### config.mk
export PLATFORM = sky130hd
export DESIGN_NAME = boost_ctrl
export DESIGN_NICKNAME = d
export VERILOG_FILES = /design/src/logic/boost_ctrl_pkg.sv /design/src/logic/boost_ctrl.sv
export VERILOG_INCLUDE_DIRS = /design/src /design/src/logic
export SDC_FILE = /design/constraint.sdc
export NUM_CORES = 1
export LEC_CHECK = 0
export ABC_AREA = 1
export BUFFER_PORTS_ARGS = -buffer_cell sky130_fd_sc_hd__buf_2
export CAP_MARGIN = 0
export CORE_MARGIN = 2
export CORE_UTILIZATION = 45
export CTS_CLUSTER_DIAMETER = 60
export DETAILED_ROUTE_END_ITERATION = 8
export PLACE_DENSITY = 0.79
export SKIP_LAST_GASP = 1
export SLEW_MARGIN = 20
export SYNTH_ARGS = -nofsm -noshare
export SYNTH_HDL_FRONTEND = slang
export SYNTH_SLANG_ARGS = --single-unit
### constraint.sdc
create_clock -name i_clk -period 3.6 [get_ports i_clk]
set_clock_uncertainty 0.1 [all_clocks]
set_input_delay 0.54 -clock i_clk [delete_from_list [all_inputs] [get_ports i_clk]]
set_output_delay 0.54 -clock i_clk [all_outputs]
set_load 0.03 [all_outputs]
### src/logic/boost_ctrl_regs.svh
// Register offsets, field positions, reset values and timing counts
`ifndef BOOST_CTRL_REGS_SVH
`define BOOST_CTRL_REGS_SVH
// Byte addresses on the APB register bus
`define ADDR_CONTROL     12'h000
`define ADDR_CONFIG      12'h004
`define ADDR_STATUS      12'h008
// Control register fields
`define CTRL_SYNC_BIT    3
`define CTRL_RESET       8'h21
// Config register fields
`define CFG_CONVERTER_CLOCK_SOURCE_SELECT_BIT   0
`define CFG_FLOAT_BIT    1
`define CFG_INV_BIT      3
`define CFG_DIV_LO       5
`define CFG_DIV_HI       6
`define CFG_RESET        8'h00
`define CFG_WMASK        8'h7f
// Status register fields
`define STAT_SINGLE_BIT  0
`define STAT_EN_BIT      1
`define STAT_LINK_BIT    2
`define STAT_SYNC_BIT    3
// Clock rates in MHz and kHz for timing derivations
`define SYS_CLK_MHZ      25
`define OSC_NOM_KHZ      2400
`define CONV_MIN_KHZ     1600
`define CONV_MAX_KHZ     3200
// Internal oscillator model: half period in system cycles
`define OSC_HALF_CYC     ((`SYS_CLK_MHZ * 1000 + 2 * `OSC_NOM_KHZ - 1) \
                          / (2 * `OSC_NOM_KHZ))
// Quiet window for sampling: second half of switching cycle
`define QUIET_OFFSET     1
`endif

### src/logic/boost_ctrl_pkg.sv
// Types shared by the boost converter control block
package boost_ctrl_pkg;
   // Power modes seen by the converter
   typedef enum logic [1:0] {
      PM_NORMAL = 2'b00,
      PM_IDLE   = 2'b01,
      PM_SUSPND = 2'b10,
      PM_SLEEP  = 2'b11
   } power_mode_t;
   // Glitch-free clock switch state
   typedef enum logic [1:0] {
      SW_RUN   = 2'b00,
      SW_PARK  = 2'b01,
      SW_LOAD  = 2'b10
   } switch_state_t;
endpackage

### src/logic/boost_ctrl.sv
// Boost converter mode latch, enable gating and switching clock control
//
// Function
// - Latch cell mode from inductor pin at power-on
// - Two-cell mode: converter always disabled
// - Single-cell: disabled in sleep, else enabled
// - Cell mode changes only at power-on reset
// - Select bit picks oscillator or system clock
// - Divider brings system clock into range
// - Invert bit inverts system clock before divider
// - Sleep disables converter, links output to battery
// - Float bit leaves output floating in sleep
// - Sync places tracking in quiet phase
`timescale 1ns/1ps
`include "boost_ctrl_regs.svh"

module boost_ctrl (
   input  wire logic        i_clk,
   input  wire logic        i_rst,
   input  wire logic        i_por,
   input  wire logic        i_boost_inductor_pin,
   input  wire logic [1:0]  i_power_mode,
   input  wire logic        i_psel,
   input  wire logic        i_penable,
   input  wire logic        i_pwrite,
   input  wire logic [11:0] i_paddr,
   input  wire logic [31:0] i_pwdata,
   output logic [31:0]      o_prdata,
   output logic             o_pready,
   output logic             o_pslverr,
   output logic             o_converter_enable,
   output logic             o_output_to_battery,
   output logic             o_converter_clk_en,
   output logic             o_sample_track_en
);
   // =========================================================
   // Declarations
   logic        single_cell_q;      // Latched cell mode, 1 = single
   logic        por_seen_q;         // Power-on reset capture pending
   logic [7:0]  control_q;          // Control register
   logic [7:0]  config_q;           // Config register
   logic        sleep;              // Power mode is sleep
   logic        enable_d;           // Next converter enable
   logic        link_d;             // Next output-to-battery link
   logic [3:0]  osc_cnt_q;          // Internal oscillator divider
   logic        osc_tick;           // Oscillator edge pulse
   logic        sys_phase_q;        // System path phase, invert-able
   logic [2:0]  div_cnt_q;          // System path divider count
   logic        sys_tick;           // Divided system path pulse
   logic        src_q;              // Active clock source
   logic        inv_q;              // Active invert setting
   logic        conv_phase_q;       // Converter clock phase
   boost_ctrl_pkg::switch_state_t sw_q; // Clock switch state
   logic        wr_en;              // APB write strobe
   logic        rd_hit;             // Address decodes

   assign sleep = (i_power_mode == boost_ctrl_pkg::PM_SLEEP);

   // =========================================================
   // Cell mode latch, captured only after power-on reset
   always_ff @(posedge i_clk or posedge i_por) begin
      if (i_por) begin
         por_seen_q    <= 1'b1;
         single_cell_q <= 1'b0;
      end else if (por_seen_q) begin
         // Inductor fitted reads high through inductor to battery
         single_cell_q <= i_boost_inductor_pin;
         por_seen_q    <= 1'b0;
      end
   end

   // =========================================================
   // APB register slave, zero wait states
   assign wr_en  = i_psel && i_penable && i_pwrite;
   assign rd_hit = (i_paddr == `ADDR_CONTROL) ||
                   (i_paddr == `ADDR_CONFIG) ||
                   (i_paddr == `ADDR_STATUS);

   // Register writes
   always_ff @(posedge i_clk or posedge i_rst) begin
      if (i_rst) begin
         control_q <= `CTRL_RESET;
         config_q  <= `CFG_RESET;
      end else if (wr_en) begin
         if (i_paddr == `ADDR_CONTROL) begin
            control_q <= i_pwdata[7:0];
         end
         if (i_paddr == `ADDR_CONFIG) begin
            // Top bit reserved, reads zero
            config_q <= i_pwdata[7:0] & `CFG_WMASK;
         end
      end
   end

   // Read data, ready and error
   always_ff @(posedge i_clk or posedge i_rst) begin
      if (i_rst) begin
         o_prdata  <= 32'h0000_0000;
         o_pready  <= 1'b0;
         o_pslverr <= 1'b0;
      end else begin
         o_pready  <= i_psel && !i_penable;
         o_pslverr <= i_psel && !i_penable && !rd_hit;
         o_prdata  <= 32'h0000_0000;
         if (i_psel && !i_penable && !i_pwrite) begin
            case (i_paddr)
               `ADDR_CONTROL: o_prdata <= {24'h00_0000, control_q};
               `ADDR_CONFIG:  o_prdata <= {24'h00_0000, config_q};
               `ADDR_STATUS:  o_prdata <= {28'h000_0000, control_q[
                                 `CTRL_SYNC_BIT], o_output_to_battery,
                                 o_converter_enable, single_cell_q};
               default:       o_prdata <= 32'h0000_0000;
            endcase
         end
      end
   end

   // =========================================================
   // Enable gating and sleep output link
   always_comb begin
      enable_d = single_cell_q && !sleep;
      link_d   = sleep && !config_q[`CFG_FLOAT_BIT];
   end

   always_ff @(posedge i_clk or posedge i_rst) begin
      if (i_rst) begin
         o_converter_enable  <= 1'b0;
         o_output_to_battery <= 1'b0;
      end else begin
         o_converter_enable  <= enable_d;
         o_output_to_battery <= link_d;
      end
   end

   // =========================================================
   // Internal oscillator stand-in, half period rounded up from nominal rate
   always_ff @(posedge i_clk or posedge i_rst) begin
      if (i_rst) begin
         osc_cnt_q <= 4'h0;
      end else if (osc_cnt_q == 4'(`OSC_HALF_CYC - 1)) begin
         osc_cnt_q <= 4'h0;
      end else begin
         osc_cnt_q <= osc_cnt_q + 4'h1;
      end
   end
   assign osc_tick = (osc_cnt_q == 4'(`OSC_HALF_CYC - 1));

   // =========================================================
   // System path: optional inversion, then divider
   always_ff @(posedge i_clk or posedge i_rst) begin
      if (i_rst) begin
         sys_phase_q <= 1'b0;
         div_cnt_q   <= 3'h0;
      end else begin
         // Inverting shifts the divider phase by half a cycle
         sys_phase_q <= ~sys_phase_q;
         if (sys_phase_q ^ inv_q) begin
            // Wrap when the count reaches the programmed divider
            if (div_cnt_q >= {1'b0, config_q[`CFG_DIV_HI:`CFG_DIV_LO]}) begin
               div_cnt_q <= 3'h0;
            end else begin
               div_cnt_q <= div_cnt_q + 3'h1;
            end
         end
      end
   end
   // Tick every 2*(div+1) cycles; converter period is two ticks
   assign sys_tick = (sys_phase_q ^ inv_q) &&
      (div_cnt_q >= {1'b0, config_q[`CFG_DIV_HI:`CFG_DIV_LO]});

   // =========================================================
   // Glitch-free source switch: park low, swap, resume
   always_ff @(posedge i_clk or posedge i_rst) begin
      if (i_rst) begin
         sw_q         <= boost_ctrl_pkg::SW_RUN;
         src_q        <= 1'b0;
         inv_q        <= 1'b0;
         conv_phase_q <= 1'b0;
      end else begin
         case (sw_q)
            boost_ctrl_pkg::SW_RUN: begin
               if (src_q ? sys_tick : osc_tick) begin
                  conv_phase_q <= ~conv_phase_q;
               end
               if (src_q != config_q[`CFG_CONVERTER_CLOCK_SOURCE_SELECT_BIT] ||
                   inv_q != config_q[`CFG_INV_BIT]) begin
                  sw_q <= boost_ctrl_pkg::SW_PARK;
               end
            end
            boost_ctrl_pkg::SW_PARK: begin
               // Finish high phase of old source before swapping
               if (!conv_phase_q) begin
                  sw_q <= boost_ctrl_pkg::SW_LOAD;
               end else if (src_q ? sys_tick : osc_tick) begin
                  conv_phase_q <= 1'b0;
               end
            end
            boost_ctrl_pkg::SW_LOAD: begin
               src_q <= config_q[`CFG_CONVERTER_CLOCK_SOURCE_SELECT_BIT];
               inv_q <= config_q[`CFG_INV_BIT];
               sw_q  <= boost_ctrl_pkg::SW_RUN;
            end
            default: sw_q <= boost_ctrl_pkg::SW_RUN;
         endcase
      end
   end

   // =========================================================
   // Converter clock output and sampling window
   always_ff @(posedge i_clk or posedge i_rst) begin
      if (i_rst) begin
         o_converter_clk_en <= 1'b0;
         o_sample_track_en  <= 1'b0;
      end else begin
         o_converter_clk_en <= conv_phase_q && o_converter_enable;
         // Track only in quiet second half when synchronised
         if (control_q[`CTRL_SYNC_BIT] && o_converter_enable) begin
            o_sample_track_en <= !conv_phase_q;
         end else begin
            o_sample_track_en <= 1'b1;
         end
      end
   end
endmodule // boost_ctrl

==> results.yml <==
detailed_routing:
  drt_first_pass_iters: 4
  route.detailed.drc: 0
  ant_nets: 0
  wl_um: 3530
  viasPerCell: 4.53
  wl_per_cell_um: 10.2
  drt_iter0_drc: 104
  num_vias: 1567
min_path:
  hp-class: "primary input to async pin"
timing:
  relSlewSlack_pct: 63.8
  finalSetupViolations: 0
  rsz0062_at_grt: "false"
  fin_crit_ns: 1.91
  min_period_over_period_pct: 53.0
  max_freq_ghz: 0.524
  timing_hold_violations_final: 0
  final_max_slew_viol_count: 0
  tightest_slew_ns: 0.542
  totalNegativeSetupSlack_ns: 0
finish:
  multiInputGateArea_um2: 806
  drive_gt1_share_pct: 24.3
  diodes: 0
  fin_util_pct: 52.1
  synthToLayoutAreaGrowth_pct: 12.5
  seq_area_um2: 1100
  num-nets-final: 347
  stdcell_count: 346
  layout_common_cells: "49 x nand2_1, 42 x buf_2, 41 x dfrtp_1"
  layout_commonest_cell: "nand2_1"
  final.fill_count: 452
critical_path:
  rr_worst_depth: 8
  arrival_ns: 1.98
  timing.rr.end: "conv_phase_q"
  rrSetupSlack_ns: 2.02
  reg2reg_from: "div_cnt_q[0]"
  startpoint: "i_paddr[11]"
  critPathMaxStageDelay_ns: 0.44
  cp.required_ns: 3.67
  path_delay_family: "simple AND/OR/NAND/NOR gates"
  path_cells: "buf_2 -> nor2_1 -> nand2_1 -> nor2_2 -> and2_1 -> nand2_4 -> nand2_1 -> o21ai_2"
  critPathSlowestCell: "nor2_2"
  crit_type: "primary input to register"
  cp_max_fo: 14
  cp_num_buf_inv: 1
  endpoint_kind: "register"
  path_common_cell: "nand2_1"
  cp-start-kind: "primary input"
clock_network:
  cts_buffer_depth: 2
  clock_insertion_delay_worst_skew_ns: 0.28
  clock-sinks: 44
  cts-root-buf: "clkbuf_8"
  numCtsBuffers: 5
  cts_resized: 0
  cts_setup_buffers: 0
  clk_pin_slew_ns: 0.08
  cts_tree: "yes"
  htree_levels: 2
placement:
  post-place-cells: 337
  hpwlAfterDp_um: 2740
  io_buffers: 42
  globalplace.congestion: 0.802
power:
  seq_power_share_pct: 52.4
  switching_share_pct: 29.1
  power.switching_mw: 0.300
  combinationalPowerShare_pct: 17.0
  p_int_mw: 0.730
  peakVddDrop_uv: 221
  power.share.clock_pct: 30.6
  cellLeakagePower_nw: 1.28
  power.density_nw_per_um2: 425
die:
  die_h_um: 73.2
  start_util_pct: 46.3
  pin_count: 91
  fp-row-count: 25
  fp.dieArea_um2: 5360
  core-area_um2: 4660
  die_x_um: 73.2
grt:
  grt_util_met2_pct: 24.4
  antenna_found_initial: 0
  grt_use_met1_pct: 19.2
  overflow: 0
  grtUsageTotal_pct: 14.5
  grt_pass1_wl_um: 6170
  grt_pass1_vias: 1476
  busiest_layer: "met2"
  grt_max_degree: 43
  gr-usage-met3_pct: 3.18
synth:
  ys_seq_elements: 44
  synth_top_area_share_pct: 47.6
  synthCells: 244
  yosysUniqueCellTypes: 30
  synth_area_um2: 2160
  synth_top_area_cell: "dfrtp_1"
  syn_area_per_cell_um2: 8.84
  synth_area_leaders: "dfrtp_1 48%, buf_4 9.1%, nand2_1 8.5%"
  ys_seq_area_share_pct: 51.2
  yosysWarningCount: 0
run:
  max_cap_viol_count: 0
status:
  status: "complete, no violations"
-- how the worst max path moves through the flow --
| stage | end | slack [ns] | cells after the start |
|---|---|---|---|
| detailed placement | config_q[4] | 1.39 | 8 |
| floorplan | config_q[0] | 1.95 | 9 |
| finish | config_q[3] | 1.69 | 8 |
| CTS | config_q[4] | 1.70 | 8 |
| global placement | config_q[2] | 1.41 | 8 |
| global route | config_q[0] | 1.53 | 8 |
-- through the flow --
| step | setup slack, ns | hold WS (ns) | power, mW | area, um2 |
|---|---|---|---|---|
| after detailed placement | 1.39 | 0.296 | 0.724 | 2320 |
| after global placement | 1.41 | 0.289 | 0.718 | 2320 |
| after CTS | 1.70 | 0.285 | 1.04 | 2430 |
| after global routing | 1.53 | 0.315 | 1.09 | 2430 |
| after floorplan | 1.95 | 0.180 | 0.698 | 2250 |
| final | 1.69 | 0.275 | 1.03 | 2430 |
-- registers in the layout, summed over array words and instances, names as in the netlist, 2 cells and up --
name	cells
o_prdata	8
div_cnt_q	3
control_q	8
sw_q	2
config_q	7
osc_cnt_q	4
-- cell usage after synthesis --
library cell / instances
o2111ai_2: 1
o21ai_2: 7
nand3_1: 13
nor2_4: 3
nand2_1: 49
nor3_1: 2
dfstp_2: 3
nor4_1: 1
xnor2_1: 2
nor2_1: 23
nand2_4: 1
a21oi_1: 8
and2_1: 2
nand4_1: 1
inv_1: 32
buf_2: 1
and3_1: 1
o21ai_1: 7
buf_4: 26
nand2_2: 1
conb_1: 1
dfrtp_1: 41
nor2_2: 1
mux2i_1: 1
or2_2: 1
ha_1: 3
o21ai_0: 9
buf_6: 1
inv_2: 1
nand3_2: 1
-- kinds of logic after synthesis --
group	Yosys count	share of synthesized area, %
AND/OR/NAND/NOR	100	20.9
other	1	0.174
flip-flops	44	51.2
AO/OA/AOI/OAI	32	9.11
multiplexers	1	0.464
XOR/XNOR	2	0.813
adder cells (fa/ha/maj)	3	1.74
buffers and inverters	61	15.6
-- routing by layer --
layer / wire (um) / vias to the layer above
met5: 0 / -
met4: 17 / 0
met3: 193 / 2
met2: 1730 / 47
met1: 1590 / 709
li1: - / 809
-- power groups by stage --
| stage | Clock [mW] | Sequential (mW) | Combinational, mW |
|---|---|---|---|
| after floorplan | 0 | 0.556 | 0.142 |
| final | 0.315 | 0.540 | 0.176 |
| after CTS | 0.323 | 0.540 | 0.176 |
| after global placement | 0 | 0.549 | 0.169 |
| after global routing | 0.344 | 0.543 | 0.201 |
| after detailed placement | 0 | 0.549 | 0.174 |
-- area by class of cell --
cell class                 count  share of cell area [%]
tap                           54                    2.78
multi-input combinational    163                    33.2
sequential                    44                    45.5
clock buffer                   6                    3.40
inverter                      33                    5.11
timing repair buffer          44                    9.39
clock inverter                 2                   0.567
-- worst reg2reg max path, cell delays in order (launching register included) --
cell and delay, ns:
dfrtp_1 0.40, inv_1 0.10, ha_1 0.23, o21ai_0 0.23
nand2_1 0.14, nand2_1 0.09, nand2_1 0.07, nand3_1 0.08
nand2_1 0.05
-- what timing repair did --
item                                    CTS  global route
hold endpoints to repair                  1             0
endpoints found under the setup margin    0             0
hold buffers                              1             0
No activity file was read; power rests on OpenSTA's default activity.
